$ cat src/design/spm_pkg.sv
// Purpose: constants, types and helpers for the flash self-programming controller
// Assumes: 100 MHz core clock, byte-addressed 16-bit pointer, 64-word pages
// Notes: every register offset, the control bit positions and the page, lock and timing counts live here
//
// What this block does
// - reset vector follows boot reset select fuse
// - processor can never alter any fuse
// - pointer low bits word, high bits page
// - target page latched when operation starts
// - lock-bit setting ignores the address pointer
// - program reads select byte by pointer bit0
// - erase pattern then store within four cycles
// - halt core for no-read-while-write targets
// - load pattern stores data pair into buffer
// - buffer cleared after write, reenable, reset
// - eeprom write during loading discards buffer
// - write pattern programs buffer into page
// - interrupt asserted while enabled and idle
// - erase/write block area, busy until reenable
// - lock programming clears bits where data zero
// - lock programming never halts or blocks reads
// - eeprom busy rejects commands and fuse reads
// - command bits auto-clear after four idle cycles
// - erase, write, lock take 3.7-4.5 ms
// - programmed fuse/lock bits read as zero
`default_nettype none
package spm_pkg;
	// register byte offsets on the bus
	localparam logic [7:0] OFF_CTRL = 8'h00;
	localparam logic [7:0] OFF_ADDR = 8'h04;
	localparam logic [7:0] OFF_DATA = 8'h08;
	localparam logic [7:0] OFF_STORE = 8'h0c;
	localparam logic [7:0] OFF_LOAD = 8'h10;
	localparam logic [7:0] OFF_LOCK = 8'h14;
	localparam logic [7:0] OFF_FUSE = 8'h18;
	localparam logic [7:0] OFF_STATUS = 8'h1c;
	// control/status register bit positions
	localparam int CB_EN = 0;
	localparam int CB_BUSY = 6;
	localparam int CB_IE = 7;
	localparam logic [7:0] CTRL_RESET = 8'h00;
	localparam logic [15:0] ADDR_RESET = 16'h0000;
	localparam logic [15:0] DATA_RESET = 16'h0000;
	localparam logic [15:0] ERASED_WORD = 16'hffff;
	// pointer split: bit0 byte, 6 word bits, 9 page bits
	localparam int WORD_LSB = 1;
	localparam int WORD_BITS = 6;
	localparam int PAGE_LSB = 7;
	localparam int PAGE_BITS = 9;
	localparam int PAGE_WORDS = 64;
	localparam int LOCK_BITS = 6;
	localparam logic [15:0] APP_RESET_VEC = 16'h0000;
	// timed sequence window and programming time
	localparam logic [2:0] WINDOW_CYCLES = 3'd4;
	localparam int CLK_PERIOD_NS = 10;
	localparam int PROG_TIME_MIN_NS = 3700000;
	localparam int PROG_TIME_MAX_NS = 4500000;
	localparam int PROG_CYCLES_DEF = (PROG_TIME_MIN_NS + CLK_PERIOD_NS - 1) / CLK_PERIOD_NS;
	localparam int TIMER_BITS = 20;

	typedef enum logic [1:0] {
		ST_IDLE = 2'b00,
		ST_ARMED = 2'b01,
		ST_BUSY = 2'b10
	} state_t;

	typedef enum logic [2:0] {
		CMD_NONE = 3'b000,
		CMD_LOAD = 3'b001,
		CMD_ERASE = 3'b010,
		CMD_WRITE = 3'b011,
		CMD_LOCK = 3'b100,
		CMD_REEN = 3'b101
	} cmd_t;

	// bits 7 and 6 are don't-care except for the load pattern, which is exact
	function automatic cmd_t decode_cmd(input logic [7:0] c);
		cmd_t r;
		r = CMD_NONE;
		if (c == 8'h01) r = CMD_LOAD;
		else if (c[5:0] == 6'h03) r = CMD_ERASE;
		else if (c[5:0] == 6'h05) r = CMD_WRITE;
		else if (c[5:0] == 6'h09) r = CMD_LOCK;
		else if (c[5:0] == 6'h11) r = CMD_REEN;
		return r;
	endfunction : decode_cmd

	function automatic logic [PAGE_BITS-1:0] page_of(input logic [15:0] z);
		return z[PAGE_LSB +: PAGE_BITS];
	endfunction : page_of

	function automatic logic [WORD_BITS-1:0] word_of(input logic [15:0] z);
		return z[WORD_LSB +: WORD_BITS];
	endfunction : word_of
endpackage : spm_pkg
`default_nettype wire

$ cat src/design/page_buf_if.sv
// Purpose: bundle between sequencer and temporary page buffer
// Assumes: one clock domain
// Notes: rd side is the flash programmer's fetch port
`default_nettype none
interface page_buf_if;
	logic wr_en;
	logic [5:0] wr_idx;
	logic [15:0] wr_data;
	logic clear;
	logic dirty;
	logic [5:0] rd_idx;
	logic [15:0] rd_data;
	modport ctrl (output wr_en, wr_idx, wr_data, clear, rd_idx, input dirty, rd_data);
	modport store (input wr_en, wr_idx, wr_data, clear, rd_idx, output dirty, rd_data);
endinterface : page_buf_if
`default_nettype wire

$ cat src/design/page_buffer.sv
// Purpose: temporary page buffer, one 16-bit word per page slot
// Assumes: clear and write never meaningful in the same cycle; clear wins
// Notes: cleared words read as erased flash
`default_nettype none
module page_buffer
	import spm_pkg::*;
(
	input wire logic core_clk,
	input wire logic rst_sync_n,
	page_buf_if.store pb
);
	logic [15:0] mem [PAGE_WORDS];

	// whole-buffer clear beats a load so discarded data never survives
	always_ff @(posedge core_clk or negedge rst_sync_n) begin
		if (!rst_sync_n) begin
			for (int i = 0; i < PAGE_WORDS; i++) mem[i] <= ERASED_WORD;
		end else if (pb.clear) begin
			for (int i = 0; i < PAGE_WORDS; i++) mem[i] <= ERASED_WORD;
		end else if (pb.wr_en) begin
			mem[pb.wr_idx] <= pb.wr_data;
		end
	end

	// any word loaded since the last clear
	always_ff @(posedge core_clk or negedge rst_sync_n) begin
		if (!rst_sync_n) pb.dirty <= 1'b0;
		else if (pb.clear) pb.dirty <= 1'b0;
		else if (pb.wr_en) pb.dirty <= 1'b1;
	end

	// registered fetch port for the flash programmer
	always_ff @(posedge core_clk or negedge rst_sync_n) begin
		if (!rst_sync_n) pb.rd_data <= ERASED_WORD;
		else pb.rd_data <= mem[pb.rd_idx];
	end
endmodule : page_buffer
`default_nettype wire

$ cat src/design/prog_timer.sv
// Purpose: times one erase, write or lock-programming operation
// Assumes: start is a one-cycle pulse while idle
// Notes: done pulses on the last cycle of the run
`default_nettype none
module prog_timer
	import spm_pkg::*;
#(
	parameter int CYCLES = PROG_CYCLES_DEF
) (
	input wire logic core_clk,
	input wire logic rst_sync_n,
	input wire logic start,
	output logic busy,
	output logic done
);
	localparam logic [TIMER_BITS-1:0] LOAD_VAL = TIMER_BITS'(CYCLES - 1);
	logic [TIMER_BITS-1:0] count;

	// counts down from the programming time; restart ignored while running
	always_ff @(posedge core_clk or negedge rst_sync_n) begin
		if (!rst_sync_n) begin
			count <= '0;
			busy <= 1'b0;
		end else if (start && !busy) begin
			count <= LOAD_VAL;
			busy <= 1'b1;
		end else if (busy) begin
			count <= count - 1'b1;
			if (count == '0) busy <= 1'b0;
		end
	end

	assign done = busy && (count == '0);
endmodule : prog_timer
`default_nettype wire

$ cat src/design/flash_self_programming_ctrl.sv
// Purpose: self-programming sequencer with APB register access
// Assumes: flash array and nonvolatile cells sit outside and follow the pulses
// Notes: one wait state on every APB access
//
// Our own choices: the APB interface to the registers and the register offsets.
`default_nettype none
module flash_self_programming_ctrl
	import spm_pkg::*;
#(
	parameter int PROG_CYCLES = PROG_CYCLES_DEF,
	parameter logic [15:0] BOOT_RESET_VEC = 16'h7000,
	parameter logic [PAGE_BITS-1:0] NO_READ_WHILE_WRITE_AREA_FIRST_PAGE = 9'h1c0
) (
	input wire logic core_clk,
	input wire logic rst_n,
	input wire logic [7:0] paddr,
	input wire logic psel,
	input wire logic penable,
	input wire logic pwrite,
	input wire logic [31:0] pwdata,
	output logic [31:0] prdata,
	output logic pready,
	output logic pslverr,
	input wire logic boot_reset_select_fuse,
	input wire logic eeprom_write_busy_bit,
	input wire logic [LOCK_BITS-1:0] lock_bits_in,
	input wire logic [15:0] flash_rword,
	output logic [14:0] flash_raddr,
	output logic [15:0] reset_vector,
	output logic spm_irq,
	output logic cpu_halt,
	output logic rww_read_block,
	output logic flash_erase_start,
	output logic flash_write_start,
	output logic lock_program_start,
	output logic [LOCK_BITS-1:0] lock_program_mask,
	output logic [PAGE_BITS-1:0] flash_page,
	input wire logic [WORD_BITS-1:0] flash_buf_idx,
	output logic [15:0] flash_buf_word
);
	logic rst_meta_n;
	logic rst_sync_n;
	logic fuse_q;
	logic fuse_taken;
	logic ack;
	logic wr_fire;
	logic rd_take;
	logic store_fire;
	logic ctrl_wr;
	logic [15:0] addr_ptr;
	logic [15:0] data_pair;
	logic [7:0] cmd_bits;
	logic ie;
	logic rww_busy;
	logic [2:0] window;
	state_t state;
	cmd_t cmd;
	cmd_t op;
	logic timer_start;
	logic timer_busy;
	logic timer_done;
	logic [31:0] next_rdata;
	logic next_err;
	logic fuse_read_ok;

	page_buf_if pb ();

	// reset: async assert, release through two flops
	always_ff @(posedge core_clk or negedge rst_n) begin
		if (!rst_n) begin
			rst_meta_n <= 1'b0;
			rst_sync_n <= 1'b0;
		end else begin
			rst_meta_n <= 1'b1;
			rst_sync_n <= rst_meta_n;
		end
	end

	// fuse is a strap: sampled once after release, never written
	always_ff @(posedge core_clk or negedge rst_sync_n) begin
		if (!rst_sync_n) begin
			fuse_q <= 1'b1;
			fuse_taken <= 1'b0;
		end else if (!fuse_taken) begin
			fuse_q <= boot_reset_select_fuse;
			fuse_taken <= 1'b1;
		end
	end
	assign reset_vector = fuse_q ? APP_RESET_VEC : BOOT_RESET_VEC;

	// apb: first access cycle samples, second answers
	assign wr_fire = psel && penable && ack && pwrite;
	assign rd_take = psel && penable && !ack;
	assign pready = ack;
	assign store_fire = wr_fire && (paddr == OFF_STORE);
	assign ctrl_wr = wr_fire && (paddr == OFF_CTRL);
	assign cmd = decode_cmd(cmd_bits);

	always_ff @(posedge core_clk or negedge rst_sync_n) begin
		if (!rst_sync_n) ack <= 1'b0;
		else ack <= rd_take;
	end

	// pointer and data pair stay free for software once an op has latched its page
	always_ff @(posedge core_clk or negedge rst_sync_n) begin
		if (!rst_sync_n) begin
			addr_ptr <= ADDR_RESET;
			data_pair <= DATA_RESET;
		end else if (wr_fire && paddr == OFF_ADDR) begin
			addr_ptr <= pwdata[15:0];
		end else if (wr_fire && paddr == OFF_DATA) begin
			data_pair <= pwdata[15:0];
		end
	end
	assign flash_raddr = addr_ptr[15:1];

	// sequencer: arm on control write, act on the store strobe, time the op
	always_ff @(posedge core_clk or negedge rst_sync_n) begin
		if (!rst_sync_n) begin
			state <= ST_IDLE;
			cmd_bits <= CTRL_RESET;
			window <= '0;
			op <= CMD_NONE;
		end else begin
			case (state)
				ST_IDLE: begin
					// eeprom write in progress locks out the whole control register
					if (ctrl_wr && !eeprom_write_busy_bit && pwdata[CB_EN]) begin
						cmd_bits <= pwdata[7:0];
						window <= WINDOW_CYCLES;
						state <= ST_ARMED;
					end
				end
				ST_ARMED: begin
					if (store_fire && !eeprom_write_busy_bit) begin
						case (cmd)
							CMD_ERASE, CMD_WRITE, CMD_LOCK: begin
								op <= cmd;
								state <= ST_BUSY;
							end
							default: begin
								cmd_bits <= CTRL_RESET;
								state <= ST_IDLE;
							end
						endcase
					end else if (window == 3'd1 || store_fire) begin
						cmd_bits <= CTRL_RESET;
						state <= ST_IDLE;
					end
					if (window != '0) window <= window - 1'b1;
				end
				ST_BUSY: begin
					// control writes stay ignored until the enable bit drops
					if (timer_done) begin
						cmd_bits <= CTRL_RESET;
						op <= CMD_NONE;
						state <= ST_IDLE;
					end
				end
				default: state <= ST_IDLE;
			endcase
		end
	end

	// interrupt enable may be changed only while nothing is armed
	always_ff @(posedge core_clk or negedge rst_sync_n) begin
		if (!rst_sync_n) ie <= 1'b0;
		else if (ctrl_wr && state == ST_IDLE && !eeprom_write_busy_bit) ie <= pwdata[CB_IE];
	end

	// op start: latch page from the pointer, lock op never looks at it
	assign timer_start = (state == ST_ARMED) && store_fire && !eeprom_write_busy_bit
		&& (cmd == CMD_ERASE || cmd == CMD_WRITE || cmd == CMD_LOCK);

	always_ff @(posedge core_clk or negedge rst_sync_n) begin
		if (!rst_sync_n) begin
			flash_page <= '0;
			lock_program_mask <= '0;
			flash_erase_start <= 1'b0;
			flash_write_start <= 1'b0;
			lock_program_start <= 1'b0;
		end else begin
			flash_erase_start <= timer_start && cmd == CMD_ERASE;
			flash_write_start <= timer_start && cmd == CMD_WRITE;
			lock_program_start <= timer_start && cmd == CMD_LOCK;
			if (timer_start && cmd != CMD_LOCK) flash_page <= page_of(addr_ptr);
			if (timer_start && cmd == CMD_LOCK) lock_program_mask <= ~data_pair[5:0];
		end
	end

	prog_timer #(
		.CYCLES(PROG_CYCLES)
	) u_timer (
		.core_clk(core_clk),
		.rst_sync_n(rst_sync_n),
		.start(timer_start),
		.busy(timer_busy),
		.done(timer_done)
	);

	// area busy flag: set by erase/write, cleared only by re-enable after completion
	always_ff @(posedge core_clk or negedge rst_sync_n) begin
		if (!rst_sync_n) rww_busy <= 1'b0;
		else if (timer_start && cmd != CMD_LOCK) rww_busy <= 1'b1;
		else if (state == ST_ARMED && store_fire && cmd == CMD_REEN && !eeprom_write_busy_bit)
			rww_busy <= 1'b0;
	end

	// lock programming leaves both areas readable and the core running
	assign rww_read_block = (state == ST_BUSY) && (op != CMD_LOCK);
	assign cpu_halt = rww_read_block && (flash_page >= NO_READ_WHILE_WRITE_AREA_FIRST_PAGE);
	assign spm_irq = ie && (state == ST_IDLE);

	// temporary buffer: load, and the three ways it is wiped
	assign pb.wr_en = (state == ST_ARMED) && store_fire && cmd == CMD_LOAD
		&& !eeprom_write_busy_bit;
	assign pb.wr_idx = word_of(addr_ptr);
	assign pb.wr_data = data_pair;
	assign pb.clear = (timer_done && op == CMD_WRITE)
		|| ((state == ST_ARMED) && store_fire && cmd == CMD_REEN
		&& !eeprom_write_busy_bit)
		|| (eeprom_write_busy_bit && pb.dirty);
	assign pb.rd_idx = flash_buf_idx;
	assign flash_buf_word = pb.rd_data;

	page_buffer u_buf (
		.core_clk(core_clk),
		.rst_sync_n(rst_sync_n),
		.pb(pb)
	);

	// read mux; fuse and lock reads are refused during an eeprom write
	assign fuse_read_ok = !eeprom_write_busy_bit;
	always_comb begin
		next_rdata = '0;
		next_err = 1'b0;
		case (paddr)
			OFF_CTRL: next_rdata = {24'h0, ie, rww_busy, 1'b0, cmd_bits[4:1], state != ST_IDLE};
			OFF_ADDR: next_rdata = {16'h0, addr_ptr};
			OFF_DATA: next_rdata = {16'h0, data_pair};
			OFF_STORE: next_rdata = '0;
			OFF_LOAD: next_rdata = {24'h0, addr_ptr[0] ? flash_rword[15:8] : flash_rword[7:0]};
			OFF_LOCK: begin
				if (fuse_read_ok) next_rdata = {24'h0, 2'b11, lock_bits_in};
				else next_err = 1'b1;
			end
			OFF_FUSE: begin
				if (fuse_read_ok) next_rdata = {31'h0, fuse_q};
				else next_err = 1'b1;
			end
			OFF_STATUS: next_rdata = {28'h0, eeprom_write_busy_bit, cpu_halt,
				rww_read_block, pb.dirty};
			default: next_err = 1'b1;
		endcase
	end

	// answer registered in the first access cycle; writes to unmapped space also error
	always_ff @(posedge core_clk or negedge rst_sync_n) begin
		if (!rst_sync_n) begin
			prdata <= '0;
			pslverr <= 1'b0;
		end else if (rd_take) begin
			prdata <= pwrite ? 32'h0 : next_rdata;
			pslverr <= pwrite ? (paddr > OFF_FUSE && paddr != OFF_STATUS) || paddr[1:0] != 2'b00
				: next_err;
		end else begin
			pslverr <= 1'b0;
		end
	end
endmodule : flash_self_programming_ctrl
`default_nettype wire

$ cat config.mk
export PLATFORM = sky130hd
export DESIGN_NAME = flash_self_programming_ctrl
export DESIGN_NICKNAME = d
export VERILOG_FILES = /design/src/design/spm_pkg.sv /design/src/design/page_buf_if.sv /design/src/design/page_buffer.sv /design/src/design/prog_timer.sv /design/src/design/flash_self_programming_ctrl.sv
export SDC_FILE = /design/constraint.sdc
export NUM_CORES = 2
export LEC_CHECK = 0
export BUFFER_PORTS_ARGS = -buffer_cell sky130_fd_sc_hd__buf_2
export CORE_MARGIN = 2
export CORE_UTILIZATION = 25
export CTS_CLUSTER_DIAMETER = 80
export DETAILED_ROUTE_END_ITERATION = 6
export PLACE_DENSITY = 0.44
export SLEW_MARGIN = 20
export SYNTH_ARGS = -nofsm -noshare
export SYNTH_HDL_FRONTEND = slang
export SYNTH_SLANG_ARGS = --single-unit
$ cat constraint.sdc
create_clock -name core_clk -period 89.2 [get_ports core_clk]
set_input_delay 8.92 -clock core_clk [delete_from_list [all_inputs] [get_ports core_clk]]
set_output_delay 8.92 -clock core_clk [all_outputs]
set_load 0.03 [all_outputs]
==> results.md <==
- Outcome: finished, final reports clean
- GRT Overall Usage: 0.1736
- Leakage: around 28 nW
- Most frequent cells after synthesis: nand2_1 (2,176), nand3_1 (1,046), dfstp_2 (1,041)
- Nets: 5,761
- Ys async rst share: 1.000
- Crit path max fanout: 104
- Hold Path Sink: rst_sync_n
- H-tree depth: 4
- # IOs: ~180
- Finished Cell Area: 0.06488 mm2
- Fraction of power spent switching nets: 0.2608
- GRT overflow: 0
- Crit path DAT: 14,390 ps
- Global-route wire length before repair: between 300,000 and 400,000 um
- FF-to-FF End: u_buf.mem[17]
- IO Port Bufs: 131
- PwrDens: 21.02 mW/mm2
- Worst-case reg-to-reg path depth: 12
- Worst Skew: 29.26 ps
- Most frequently used cell type in the post-synthesis netlist: nand2_1
- Fmax: 0.07285 GHz
- Final core occ: 0.2822
- Setup crit end kind: flop
- Yosys top cell by area: dfstp_2
- Chip height: 484.9 um
- R2r setup slk: between 80,000 and 90,000 ps
- Met3 usage: 0.02700
- Wire per inst: 23.47 um
- CTS tree: yes
- Clock Latency Late Sink: around 800 ps
- Setup bufs post-CTS: 0
- Main flop type after synthesis: dfstp_2
- Share of cells above drive strength 1: 0.3308
- Post-Synthesis Cells: roughly 5,800
- Core box area: 0.2299 mm2
- Layer with the highest usage: met2
- Pwr Total: 0.001364 W
- 1st-iter DRT viols: ~3,700
- Mapped cell area: between 0.05 and 0.06 mm2
- Post-CTS Resized: 0
- GPL Wtd Cong: 0.8227
- Synth-to-layout area growth: 12.20%
- Seq/Total Area, Yosys: 0.5211
- Fill count: 24,030
- Root Buffer: clkbuf_16
- Clock power frac: 0.436
- Vias in the first global route: 43,180
- Minimum period implied by the final worst setup slack: 13,730 ps
- Maximum vdd drop: roughly 0.022 mV
- Clock sinks: around 1,200
- Post-route ant nets: 0
- Number of synthesized flops with an enable pin: 0
- Initial antenna violation count: 5
- Final HPWL DP: between 100,000 and 150,000 um
- Die X-Extent: 484.9 um
- Diodes inserted: 0
- Worst hold path class: reg2reg
- Synth top area share: 0.4730
- DR DRC count: 0
- GR Util met2: 0.2775
- Via-to-Cell Ratio: 4.906
- Warnings from Yosys: 0
- Initial Util: 0.2515
- CTS Buffer Depth: 3
- Setup ws final: 75,470 ps
- Slew Limit Fails: 0
- Reg clk slew, reported paths: around 60 ps
- Largest net degree at the start of global routing: 243
- Placement Rows: 176
- Final Hold Fails: 0
- Synth top area cells: dfstp_2 (47%), nand2_1 (14%), mux4_2 (10%), nand3_1 (9.1%), dfrtp_1 (4.8%)
- Critical path class: in2reg
- Hold path startpoint: rst_meta_n
- Final setup vio count: 0
- Unrepaired setup endpoints after global routing: no
- Vias: ~43,000
- Slew headroom: 0.1487
- Setup tns final: 0 ps
- Die Area: 0.2352 mm2
- CTS Buf Count: roughly 140
- Post-synthesis average cell area: 9.916 um2
- Setup WS pre-CTS: 74,520 ps
- Startpoint Class: input pin
- Period utilization: 0.1539
- Count of different cell masters after synthesis: 74
- Hold-fix buffers, CTS: 0
- Cell Area, Placed: 0.06007 mm2
- M1 GR Usage: 0.2377
- CP required: 89,860 ps
- 1st-pass router iterations: 6
- Comb power frac: 0.106
- Internal Power: 0.001008 W
- Worst r2r src: cmd_bits[4]
- P_sw: 0.0003556 W
- Register bit count reported by yosys: 1,152
- Max-cap violations: 0
- Hold Path Stages: 0
- Worst-Margin Slew: around 1300 ps
- Routed wire length: 206,900 um
- Seq pwr share: 0.458
logic make-up after synthesis:
logic type	count (synthesis)	synth area share
simple gates	3488	0.2716
flops	1152	0.5211
buf+inv	557	0.05496
mux	371	0.1223
compound gates	245	0.02701
fa+ha+maj	8	0.001731
xor+xnor	8	0.001212
other cells	2	0.0001299
final cells by class:
type | count | area [um2] | share of cell area
Inverter | 19 | 71.32 | 0.001099
Sequential cell | 1152 | 30190 | 0.4653
Clock inverter | 42 | 539.3 | 0.008312
Tap cell | 3026 | 3786 | 0.05836
Timing Repair Buffer | 212 | 1350 | 0.02081
Multi-Input combinational cell | 4151 | 24700 | 0.3807
Clock buffer | 213 | 4245 | 0.06543
routing by layer:
| metal | wire length [um] | vias to the layer above |
|---|---|---|
| met1 | 90880 | 22270 |
| met5 | 28 | - |
| li1 | - | 19430 |
| met4 | 6991 | 4 |
| met3 | 11400 | 282 |
| met2 | 97590 | 1266 |
worst max path at each step:
stage	start	to	slack, ps	depth (start not counted)
after global routing	eeprom_write_busy_bit	u_buf.mem[33]	75170	12
after global placement	psel	u_buf.mem[1]	74580	12
after floorplan	rst_sync_n	addr_ptr[0]	56530	0
final	psel	u_buf.mem[17]	75470	12
after detailed placement	psel	u_buf.mem[48]	74520	12
after CTS	psel	u_buf.mem[17]	75370	12
worst max-delay path: stages:
cell      delay (ps)
buf_2            110
and4_1           260
nand3_1          100
buf_4            400
nor3_2            80
buf_4            210
a221oi_4         550
buf_6            690
buf_4            870
buf_4            810
buf_4            920
nand3_1          170
registers in the layout (all words and copies together) (netlist names), 2 cells and up:
name and cells:
addr_ptr 16, u_buf.mem 1024, data_pair 16, op 3
prdata 16, cmd_bits 8, u_buf.pb.rd_data 16, u_timer.count 20
state 2, window 3, lock_program_mask 6, flash_page 9
layout by cell type (no fill, tap or decap), types with 6 or more instances in the layout:
master     instances
o221ai_1          14
clkbuf_8          34
or2_2              7
nor3_1            30
nor3_4            63
a211oi_1          21
nand2b_1          13
clkbuf_16        146
nand3_1         1046
inv_1             18
dfrtp_1           94
dfrtp_4           15
buf_2            127
nor3b_1            6
o22ai_1           28
mux2_2            63
buf_4             76
clkinv_2          17
bufinv_16          8
o31ai_1           12
nor2b_1           21
nor2_1            56
or3_1             10
a31oi_1           10
clkbuf_1          33
conb_1            31
mux2i_1           46
a21oi_1           46
nand2_1         2176
nor4_4             9
dfstp_2         1041
a22oi_1           15
ha_1               8
o21ai_0           66
mux4_2           262
through the flow:
step	cells	hold WS, ps
floorplan	5860	331.2
global placement	8560	337.8
detailed placement	8560	336.3
CTS	8815	349.3
global route	8815	358.9
finish	8815	349.1
power groups by stage:
stage,clock network (W),logic (W),registers (W)
6_report,0.000595,0.000144,0.000624
5_1_grt,0.000631,0.000159,0.000630
4_1_cts,0.000610,0.000146,0.000624
3_5_place_dp,0,0.000146,0.000631
3_3_place_gp,0,0.000142,0.000630
2_1_floorplan,0,0.0000977,0.000629
(Power assumes the default switching activity.)
